File: config.mk
export PLATFORM = sky130hd
export DESIGN_NAME = pim_top
export DESIGN_NICKNAME = d
export VERILOG_FILES = /design/src/rtl/pim_pkg.sv /design/src/rtl/pim_top.sv
export VERILOG_INCLUDE_DIRS = /design/src /design/src/rtl
export SDC_FILE = /design/constraint.sdc
export NUM_CORES = 1
export LEC_CHECK = 0
export ABC_CLOCK_PERIOD_IN_PS = 4750
export BUFFER_PORTS_ARGS = -buffer_cell sky130_fd_sc_hd__buf_2
export CAP_MARGIN = 10
export CORE_AREA = 2 2 150 152
export CTS_CLUSTER_DIAMETER = 150
export CTS_CLUSTER_SIZE = 28
export DETAILED_ROUTE_END_ITERATION = 10
export DIE_AREA = 0 0 152 154
export PLACE_DENSITY = 0.89
export SYNTH_ARGS = -nofsm -noshare
export SYNTH_HDL_FRONTEND = slang
export SYNTH_SLANG_ARGS = --single-unit
File: constraint.sdc
create_clock -name pclk -period 4.75 [get_ports pclk]
set_input_delay 0.475 -clock pclk [delete_from_list [all_inputs] [get_ports pclk]]
set_output_delay 0.475 -clock pclk [all_outputs]
set_load 0.01 [all_outputs]
File: src/rtl/pim_defs.svh
// Constants for the parallel integer multiplier block
`ifndef PIM_DEFS_SVH
`define PIM_DEFS_SVH

// ==========================================================================
// Fixed bus widths (largest legal configuration)
`define PIM_OP_W 32
`define PIM_PROD_W 64
`define PIM_SEL_W 3

// ==========================================================================
// Configuration limits
`define PIM_MIN_COUNT 2
`define PIM_MIN_WIDTH 3
`define PIM_NARROW_MAX_W 4
`define PIM_NARROW_MAX_N 8
`define PIM_MID_MAX_W 8
`define PIM_MID_MAX_N 4
`define PIM_WIDE_W 16
`define PIM_WIDE_MAX_N 2

// ==========================================================================
// Register byte addresses
`define PIM_ADDR_W 12
`define PIM_REG_CFG 12'h000
`define PIM_REG_SEL 12'h004
`define PIM_REG_PROD 12'h008

// ==========================================================================
// Configuration word field positions and reset value
`define PIM_CFG_WIDTH_LSB 8
`define PIM_CFG_UNS_A_BIT 16
`define PIM_CFG_UNS_B_BIT 17
`define PIM_CFG_INREG_BIT 18
`define PIM_CFG_PIPE_BIT 19
`define PIM_STATE_RST '0

`endif

File: src/rtl/pim_pkg.sv
// Types shared by the parallel integer multiplier block
`include "pim_defs.svh"

package pim_pkg;

    // ======================================================================
    // Operand pair carrier
    typedef struct packed {
        logic [`PIM_OP_W-1:0] a;
        logic [`PIM_OP_W-1:0] b;
    } pim_ops_t;

    // ======================================================================
    // Whole state of the top module
    typedef struct packed {
        logic [`PIM_OP_W-1:0] a_q;
        logic [`PIM_OP_W-1:0] b_q;
        logic [`PIM_PROD_W-1:0] prod_q;
        logic [`PIM_SEL_W-1:0] sel;
        logic pready;
        logic pslverr;
        logic [31:0] prdata;
    } pim_state_t;

endpackage : pim_pkg

File: src/rtl/pim_top.sv
// Parallel integer multiplier array with an APB status and readback port
//
// N_MULT lanes of WIDTH x WIDTH multipliers share the packed operand buses.
// Latency is IN_REG cycles plus one when PIPE_STAGES is 1; with neither, dout is combinational.
// The APB port only reports the build and reads back one product; it never
// steers the datapath, so the datapath may run with the bus left idle.
//
// The placing of the registers and register access over APB are this design's own decisions.
`timescale 1ns/1ns
`include "pim_defs.svh"

module pim_top #(
    parameter int N_MULT = 4,
    parameter int WIDTH = 8,
    parameter bit UNSIGNED_A = 1'b0,
    parameter bit UNSIGNED_B = 1'b0,
    parameter bit IN_REG = 1'b0,
    parameter bit HIDE_IN_CTRL = 1'b0,
    parameter int PIPE_STAGES = 0,
    parameter bit HIDE_PIPE_CTRL = 1'b0
) (
    // Clock and reset
    input wire logic pclk,
    input wire logic presetn,
    // APB slave
    input wire logic [`PIM_ADDR_W-1:0] paddr,
    input wire logic psel,
    input wire logic penable,
    input wire logic pwrite,
    input wire logic [31:0] pwdata,
    output logic [31:0] prdata,
    output logic pready,
    output logic pslverr,
    // Packed operands
    input wire logic [N_MULT*WIDTH-1:0] din_a,
    input wire logic [N_MULT*WIDTH-1:0] din_b,
    // Input register controls
    input wire logic in_a_ce,
    input wire logic in_b_ce,
    input wire logic in_reg_rstn,
    // Pipeline register controls
    input wire logic pipe_ce,
    input wire logic pipe_rstn,
    // Concatenated products
    output logic [2*N_MULT*WIDTH-1:0] dout
);

    // ======================================================================
    // Derived sizes and configuration check
    // Illegal count and width pairs are flagged by assertion, not blocked, so a
    // wrong build still elaborates and the check names the problem
    localparam int PW = 2 * WIDTH;
    localparam int OUTW = N_MULT * PW;
    localparam bit PIPE = (PIPE_STAGES == 1);
    localparam bit LEGAL = (N_MULT >= `PIM_MIN_COUNT) && (
        (WIDTH >= `PIM_MIN_WIDTH && WIDTH <= `PIM_NARROW_MAX_W
            && N_MULT <= `PIM_NARROW_MAX_N) ||
        (WIDTH > `PIM_NARROW_MAX_W && WIDTH <= `PIM_MID_MAX_W
            && N_MULT <= `PIM_MID_MAX_N) ||
        (WIDTH == `PIM_WIDE_W && N_MULT <= `PIM_WIDE_MAX_N));

    pim_pkg::pim_state_t st;
    pim_pkg::pim_state_t next_st;
    pim_pkg::pim_ops_t ops_in;
    pim_pkg::pim_ops_t ops_mul;
    logic [OUTW-1:0] prod_lanes;
    logic [`PIM_PROD_W-1:0] prod_comb;
    logic [`PIM_PROD_W-1:0] dout_wide;
    logic [`PIM_PROD_W-1:0] sel_shift;
    logic [31:0] cfg_word;
    logic [31:0] sel_prod;
    logic a_ce;
    logic b_ce;
    logic in_rstn;
    logic p_ce;
    logic p_rstn;

    // ======================================================================
    // Control pins; hidden controls read as constant one
    // Hidden controls keep their ports so one netlist fits every option; the
    // pin value is then simply ignored, whatever the user logic drives
    assign a_ce = HIDE_IN_CTRL ? 1'b1 : in_a_ce;
    assign b_ce = HIDE_IN_CTRL ? 1'b1 : in_b_ce;
    assign in_rstn = HIDE_IN_CTRL ? 1'b1 : in_reg_rstn;
    assign p_ce = HIDE_PIPE_CTRL ? 1'b1 : pipe_ce;
    assign p_rstn = HIDE_PIPE_CTRL ? 1'b1 : pipe_rstn;

    // ======================================================================
    // Operand staging: raw pins or the input register
    // Narrow builds leave the top of the 32-bit carriers at zero
    assign ops_in.a = `PIM_OP_W'(din_a);
    assign ops_in.b = `PIM_OP_W'(din_b);
    assign ops_mul.a = IN_REG ? st.a_q : ops_in.a;
    assign ops_mul.b = IN_REG ? st.b_q : ops_in.b;

    // ======================================================================
    // Multiplier array; one extra sign bit makes signed and unsigned share a path
    // An unsigned operand gets a zero in the extra bit, a signed one a copy of
    // its top bit, so one signed multiply serves all four mixes. Only the low
    // 2*WIDTH bits are kept: the bits above them carry nothing but sign
    for (genvar i = 0; i < N_MULT; i++) begin : g_mult
        logic signed [WIDTH:0] ax;
        logic signed [WIDTH:0] bx;
        logic signed [2*WIDTH+1:0] px;
        assign ax = {(UNSIGNED_A ? 1'b0 : ops_mul.a[i*WIDTH+WIDTH-1]),
                     ops_mul.a[i*WIDTH +: WIDTH]};
        assign bx = {(UNSIGNED_B ? 1'b0 : ops_mul.b[i*WIDTH+WIDTH-1]),
                     ops_mul.b[i*WIDTH +: WIDTH]};
        assign px = ax * bx;
        assign prod_lanes[i*PW +: PW] = px[PW-1:0];
    end

    assign prod_comb = `PIM_PROD_W'(prod_lanes);
    // Zero-stage builds without IN_REG are combinational from pins to dout by design
    assign dout_wide = PIPE ? st.prod_q : prod_comb;
    assign dout = dout_wide[OUTW-1:0];

    // ======================================================================
    // Readback words
    // PROD shows the selected lane after all stages; an index past the last
    // lane shifts in zeros, so it reads zero rather than a stale lane
    assign cfg_word = 32'(N_MULT) | (32'(WIDTH) << `PIM_CFG_WIDTH_LSB)
        | (32'(UNSIGNED_A) << `PIM_CFG_UNS_A_BIT)
        | (32'(UNSIGNED_B) << `PIM_CFG_UNS_B_BIT)
        | (32'(IN_REG) << `PIM_CFG_INREG_BIT)
        | (32'(PIPE) << `PIM_CFG_PIPE_BIT);
    assign sel_shift = dout_wide >> (int'(st.sel) * PW);
    assign sel_prod = 32'(sel_shift[PW-1:0]);

    // ======================================================================
    // Next-state logic
    always_comb begin
        next_st = st;
        // Input register: reset beats enable, low enable holds
        if (!in_rstn) begin
            next_st.a_q = `PIM_STATE_RST;
            next_st.b_q = `PIM_STATE_RST;
        end else begin
            if (a_ce) begin
                next_st.a_q = ops_in.a;
            end
            if (b_ce) begin
                next_st.b_q = ops_in.b;
            end
        end
        // Pipeline stage: reset beats enable here too
        if (!p_rstn) begin
            next_st.prod_q = `PIM_STATE_RST;
        end else if (p_ce) begin
            next_st.prod_q = prod_comb;
        end
        // APB: decode in setup so pready and data come from flops
        // Trade-off: PROD is captured at the setup edge, one cycle before the
        // access edge, in exchange for zero wait states and registered outputs
        next_st.pready = 1'b0;
        next_st.pslverr = 1'b0;
        if (psel && !penable) begin
            next_st.pready = 1'b1;
            case (paddr)
                `PIM_REG_CFG: next_st.prdata = cfg_word;
                `PIM_REG_SEL: next_st.prdata = 32'(st.sel);
                `PIM_REG_PROD: next_st.prdata = sel_prod;
                default: begin
                    next_st.prdata = `PIM_STATE_RST;
                    next_st.pslverr = 1'b1;
                end
            endcase
        end
        // A write lands only on the completing access edge
        if (psel && penable && st.pready && pwrite && paddr == `PIM_REG_SEL) begin
            next_st.sel = pwdata[`PIM_SEL_W-1:0];
        end
    end

    // ======================================================================
    // State register
    // presetn clears the datapath registers as well as the bus side
    always_ff @(posedge pclk or negedge presetn) begin
        if (!presetn) begin
            st <= `PIM_STATE_RST;
        end else begin
            st <= next_st;
        end
    end

    assign prdata = st.prdata;
    assign pready = st.pready;
    assign pslverr = st.pslverr;
endmodule : pim_top

==> out/summary.txt, run 1 <==
outcome -> complete, but fails checks
failing checks -> setup timing
reg2reg start -> st[34]
Initial Utilization -> 52.80%
GR Layer Usage met3 -> 4.989%
Clock Skew -> 5.199 ps
Leakage -> 7.960 nW
CTS Buf Count -> 3
CP Max Fanout -> 8
routed wire length per instance -> 19.81 µm
critical path buffer and inverter count -> 8
Slew headroom -> 35.07%
Clk pin slew, worst setup/hold paths -> 60 ps
Mapped Cells -> 1266
first-pass GRT wire length -> 55.91 mm
Rows -> 54
fmax -> 200.1 MHz
Mapped Avg Cell Area -> 9.046 µm²
Cells after DPL -> 1849
Hold/Removal Path Class -> primary input to asynchronous set/reset pin
via count -> 10.58k
total gr overflow -> 0
Core Region -> 0.02169 mm²
ys async rst share -> 100.0%
Die H -> 154 µm
CTS tree -> built
setup TNS -> -2702 ps
RePlAce Congestion -> 0.9612
commonest cells after routing, fill and taps aside -> 302 x inv_1, 208 x fa_1, 202 x buf_4
DRT antenna net count -> 0
Layout area overhead -> 35.32%
H-tree levels -> 1
post-synthesis sequential area ratio -> 4.589%
mapped cell area -> 0.01145 mm²
Worst Setup SP -> din_a[3]
clk buf depth -> 2
aggregate global-route resource usage -> 29.70%
WL final -> 37.87 mm
CP startpoint kind -> primary input
drt initial violations -> 782
drc violations -> 0
drt first pass iters -> 7
GR Util met1 -> 33.48%
Critical Path RT -> 4280 ps
max_cap viols -> 0
DP HPWL -> 26.86 mm
cells along the critical path -> buf_4 > and2_4 > fa_1 > inv_2 > fa_1 > inv_2 > fa_1 > inv_2 > fa_1 > inv_2 > ha_4 > buf_4 > buf_6 > o21ai_4 > o21ai_4 > a41oi_4 > a21oi_2 > xnor2_1 > buf_2
PortBufs -> 165
I/O pins -> 216
largest net degree at the start of global routing -> 24
Max stage delay cell, worst path -> fa_1
clk sink count -> 21
Final setup viols -> 25
share of cells above drive strength 1 -> 37.83%
pwr dens -> 783.0 mW/mm²
CTS root buffer -> clkbuf_16
final hold viol count -> 0
Critical Path AT -> 4520 ps
worst setup margin -> -248.6 ps
final period utilization -> 105.2%
met2 GRT Util -> 53.37%
Area after DPL -> 0.01366 mm²
routed vias/inst -> 5.531
Final Max Tran Viols -> 0
crit-path max cell delay -> 550 ps
CP top delay family -> adder cells
ys flop type -> dfrtp_1
post-route cell area -> 0.01550 mm²
RSZ-0062 raised after global routing -> yes
final cell count without fillers -> 1912
CP endpoint kind -> output pin
Tmin final -> 4999 ps
Die W -> 152 µm
Yosys reg bits -> 21
Worst Tran Pin Value -> 973.9 ps
Finished Core Util -> 71.45%
clock latency on the worst-skew pair -> 260 ps
maximum VDD drop -> 0.0007702 V
EDFF count, synth -> 0
initial antenna violation count -> 10
Crit Path Category -> primary input to output pin
full die area -> 0.02341 mm²
yosys warns -> 0
pre-CTS setup slack -> -330.6 ps
Layout Nets -> 2078
grt peak-use layer -> met2
number of global-route vias before repair -> 11.38k
Yosys cell types -> 49
most common cell after layout, fill and taps aside -> inv_1
==> repair_timing <==
| item | 4_1_cts | 5_1_grt |
|---|---|---|
| setup buffers | 30 | 26 |
| hold buffers | 0 | 0 |
| gates resized for setup | 185 | 139 |
| pin swaps | 79 | 100 |
| endpoints found under the setup margin | 25 | 34 |
==> Yosys cell counts (2+ instances only) <==
master    instances  area share (%)
fa_1            220              38
clkbuf_1          3           0.098
a21oi_1          26             1.1
mux2_2            3            0.29
nand2b_1         12            0.66
xor2_1           11            0.84
nor2b_1          22             1.2
o211ai_1          3            0.20
o21ai_0          14            0.61
inv_1           339              11
a221o_1           2            0.17
nor2_1           20            0.66
a32oi_1           2            0.15
dfrtp_1          21             4.6
a41oi_1           4            0.31
mux4_2           15             2.9
buf_1             3           0.098
and2_1          167             9.1
a21o_1            4            0.26
o41ai_2           2            0.28
or3_1             6            0.33
nand2_1          82             2.7
buf_4            32             2.1
o21ai_1          10            0.44
ha_1            116              13
a211oi_1          3            0.20
o21bai_1          3            0.20
nand3_1          14            0.61
xnor2_1          56             4.3
a22o_1           10            0.76
mux2_1            3            0.29
nor4_1            4            0.22
nor3_1           18            0.79
==> logic make-up after synthesis <==
family | Yosys count | share of synthesized area (%)
buf+inv | 378 | 13.45
simple gates | 350 | 16.66
fa+ha+maj | 336 | 51.13
compound gates | 92 | 5.474
xor+xnor | 67 | 5.124
mux | 21 | 3.540
flops | 21 | 4.589
other cells | 1 | 0.03274
==> area by class of cell <==
| type | count | area, µm² |
|---|---|---|
| clock inverter | 1 | 7.507 |
| clock buffer | 3 | 75.07 |
| multi-input combinational | 882 | 10540 |
| sequential | 21 | 525.5 |
| timing repair buffer | 377 | 2700 |
| antenna | 9 | 22.52 |
| fill | 1344 | 6191 |
| inverter | 339 | 1277 |
| tap | 280 | 350.3 |
==> state kept, by name, summed over array words and instances, names as in the netlist <==
signal	flops
pready	1
pslverr	1
st	3
prdata	16
==> report_power, final <==
| part | switching [W] | internal, W |
|---|---|---|
| combinational | 0.00604 | 0.00572 |
| clock | 0.0000721 | 0.000114 |
| sequential | 0.000000884 | 0.000180 |
==> per-layer routing <==
metal  part of all wire, %  up-vias  wire [µm]
li1                      -     4512          -
met1                    34     5246      12890
met2                    50      592      19030
met3                   7.6      224       2878
met4                   8.0        2       3035
met5                 0.082        -         31
==> through the flow <==
| stage | power (W) | hold WS, ps |
|---|---|---|
| after CTS | 0.009955 | 194.9 |
| after global routing | 0.01269 | 205.1 |
| after global placement | 0.007764 | 455.9 |
| final | 0.01213 | 188.4 |
| after floorplan | 0.004768 | 179.4 |
| after detailed placement | 0.008047 | 462.3 |
==> final timing paths <==
check / to / slack [ps] / cells after the start
setup / recovery: dout[15] / -250 / 19
hold / removal: prdata[1] / 190 / 1
setup reg to reg: prdata[1] / 2700 / 3
hold reg to reg: prdata[14] / 500 / 1
max in group asynchronous: prdata[12] / 4210 / 1
min in group pclk: st[36] / 430 / 2
==> worst register-to-register path: stages (launching register included) <==
cell and delay [ps]:
dfrtp_1 960, mux4_2 610, a32oi_1 240, o21ai_0 120
Note: power is estimated with default switching activity, not from simulation.
==> inputs of run 2 (changes only) <==
CORE_AREA = 2 2 173 175   (was 2 2 150 152)
DIE_AREA = 0 0 175 177   (was 0 0 152 154)
PLACE_DENSITY = 0.72   (was 0.89)
==> run 2 against run 1 <==
  * The flow still finishes with violations (setup timing)
  * Count of clock-buffer cells in the layout stayed put
  * Clock power shrank 3%
  * Via count is 9.2% lower
  * Sequential share of layout area about the same
  * Die area rose by 32%
  * Utilization fell by 18 points
  * First-iteration DRC count is 39% lower
  * Fmax increased by 1.2%
  * Non-clock buffer count shrank 9
  * Sequential power hardly changed
  * Final area up 0.12%
  * Power fell by 5.3%
  * Largest power group unchanged
==> out/summary.txt, run 2 (same netlist as run 1, synthesis figures left out) <==
routed wire length per instance -> 15.95 µm (-19%)
Max stage delay cell, worst path -> fa_1
aggregate global-route resource usage -> 20.58% (-9.1 points)
Crit Path Category -> primary input to output pin
routed vias/inst -> 4.780 (-14%)
full die area -> 0.03098 mm² (+32%)
reg2reg start -> st[34]
Critical Path AT -> 4470 ps (-50 ps)
Layout area overhead -> 35.49%
post-route cell area -> 0.01552 mm² (+0.12%)
Switching Power -> 0.005641 W (-7.8%)
Slew headroom -> 38.24% (+3.2 points)
CP startpoint kind -> primary input
hold buffer count at CTS -> 0 (unchanged)
initial antenna violation count -> 7 (-3)
Worst Setup SP -> din_b[20]
DRT antenna net count -> 0 (unchanged)
Layout Nets -> 2069 (-0.43%)
H-tree levels -> 1 (unchanged)
first-pass GRT wire length -> 50.72 mm (-9.3%)
Area after DPL -> 0.01383 mm² (+1.2%)
WL final -> 32.06 mm (-15%)
Clk pin slew, worst setup/hold paths -> 60 ps (about the same)
Core Region -> 0.02924 mm² (+35%)
CTS tree -> built
CTS Buf Count -> 3 (unchanged)
area of the multi-input gates -> 0.01051 mm² (-0.25%)
Die W -> 175 µm (+15%)
Sw Ratio -> 49.09% (-1.3 points)
drc violations -> 0 (unchanged)
Clock Skew -> 1.454 ps (-3.746 ps)
total gr overflow -> 0 (unchanged)
commonest cells after routing, fill and taps aside -> 308 x inv_1, 213 x fa_1, 213 x buf_4
CTS root buffer -> clkbuf_16
Rows -> 63 (+17%)
Critical Path RT -> 4280 ps (about the same)
drt initial violations -> 479 (-39%)
WHS -> 182.6 ps (-5.794 ps)
final hold viol count -> 0 (unchanged)
drt first pass iters -> 5 (-2)
Leakage -> 7.891 nW (-0.87%)
Final setup viols -> 14 (-44%)
pre-CTS setup slack -> -346.6 ps (-15.96 ps)
I/O pins -> 216 (unchanged)
max FFs per register -> 16 (unchanged)
Die H -> 177 µm (+15%)
CP endpoint kind -> output pin
clock latency on the worst-skew pair -> 250 ps (about the same)
total power -> 0.01149 W (-5.3%)
CP Max Fanout -> 5 (-3)
crit-path max cell delay -> 550 ps (about the same)
most common cell after layout, fill and taps aside -> inv_1
Clk pwr share -> 1.6% (about the same)
PortBufs -> 165 (unchanged)
Pint -> 0.005850 W (-2.8%)
Hold/Removal Path Class -> primary input to asynchronous set/reset pin
max_cap viols -> 0 (unchanged)
share of cells above drive strength 1 -> 35.94% (-1.9 points)
Initial Utilization -> 39.16% (-14 points)
Final Max Tran Viols -> 0 (unchanged)
cells along the critical path -> buf_8 > and2_4 > fa_1 > inv_1 > fa_1 > inv_2 > fa_1 > inv_2 > fa_1 > inv_2 > ha_4 > nand3_2 > o2111a_1 > nor3_4 > a31oi_4 > xnor2_2 > buf_4
Reg power frac -> 1.6% (about the same)
via count -> 9608 (-9.2%)
Tmin final -> 4940 ps (-58.26 ps)
pwr dens -> 740.6 mW/mm² (-5.4%)
most used cell, CP -> fa_1
RePlAce Congestion -> 0.9226 (-4.0%)
maximum VDD drop -> 0.0006643 V (-14%)
final period utilization -> 104.0% (-1.2 points)
largest net degree at the start of global routing -> 24 (unchanged)
fmax -> 202.4 MHz (+1.2%)
clk buf depth -> 2 (unchanged)
combinational power share -> 96.9% (about the same)
Layout fillers -> 2574 (+92%)
Worst Tran Pin Value -> 926.4 ps (-47.51 ps)
worst setup margin -> -190.4 ps (+58.26 ps)
DP HPWL -> 26.79 mm (-0.28%)
clk sink count -> 21 (unchanged)
outcome -> complete, but fails checks
CP top delay family -> adder cells
RSZ-0062 raised after global routing -> yes
number of global-route vias before repair -> 10.39k (-8.6%)
Reg area -> 525.5 µm² (unchanged)
critical path buffer and inverter count -> 6 (-2)
failing checks -> setup timing
==> run 2: per-layer routing <==
metal  vias up  GRT usage, %  part of all wire [%]
met1      4789         25.36                    40
li1       4488             -                     -
met2       263         35.47                    50
met3        66         3.565                   5.8
met4         2         9.063                   4.3
met5         -             0                 0.050
==> run 2: repair_timing <==
item	CTS	global route
buffers inserted	22	16
pin swaps	63	81
setup endpoints to repair	24	33
gates resized for setup	165	139
==> run 2: worst paths after layout <==
path / slack (ps) / to / cells past startpoint
min: 180 / prdata[8] / 1
min reg2reg: 480 / prdata[1] / 2
max in group asynchronous: 4230 / st[35] / 1
min in group pclk: 430 / st[34] / 2
max: -190 / dout[46] / 17
max reg2reg: 2720 / prdata[1] / 3
==> run 2: power by group through the flow <==
stage          sequential [W]  combinational (W)  clock [W]
2_1_floorplan        0.000184            0.00458          0
3_3_place_gp         0.000183            0.00779          0
3_5_place_dp         0.000184            0.00792          0
4_1_cts              0.000180            0.00967   0.000185
5_1_grt              0.000180             0.0120   0.000190
6_report             0.000180             0.0111   0.000181
==> run 2: metrics by stage <==
step / utilization [%] / std cells / TNS [ps]
4_1_cts: 50.67 / 1989 / -647.7
3_5_place_dp: 47.28 / 1963 / -4994
6_report: 53.06 / 2010 / -1392
5_1_grt: 53.04 / 2008 / -4022
3_3_place_gp: 47.28 / 1963 / -4143
2_1_floorplan: - / 1281 / 0
==> run 2: area by class of cell <==
class,instances,area share [%]
Inverter,339,8.201
Clock inverter,1,0.03226
Clock buffer,3,0.4838
Tap cell,390,3.145
Sequential cell,21,3.387
Antenna cell,6,0.09677
Multi-Input combinational cell,882,67.75
Timing Repair Buffer,368,16.90
==> run 2: worst reg2reg max path, cell delays in order (launching register included) <==
cell and delay [ps]:
dfrtp_1 930, mux4_2 610, a32oi_1 230, o21ai_0 130
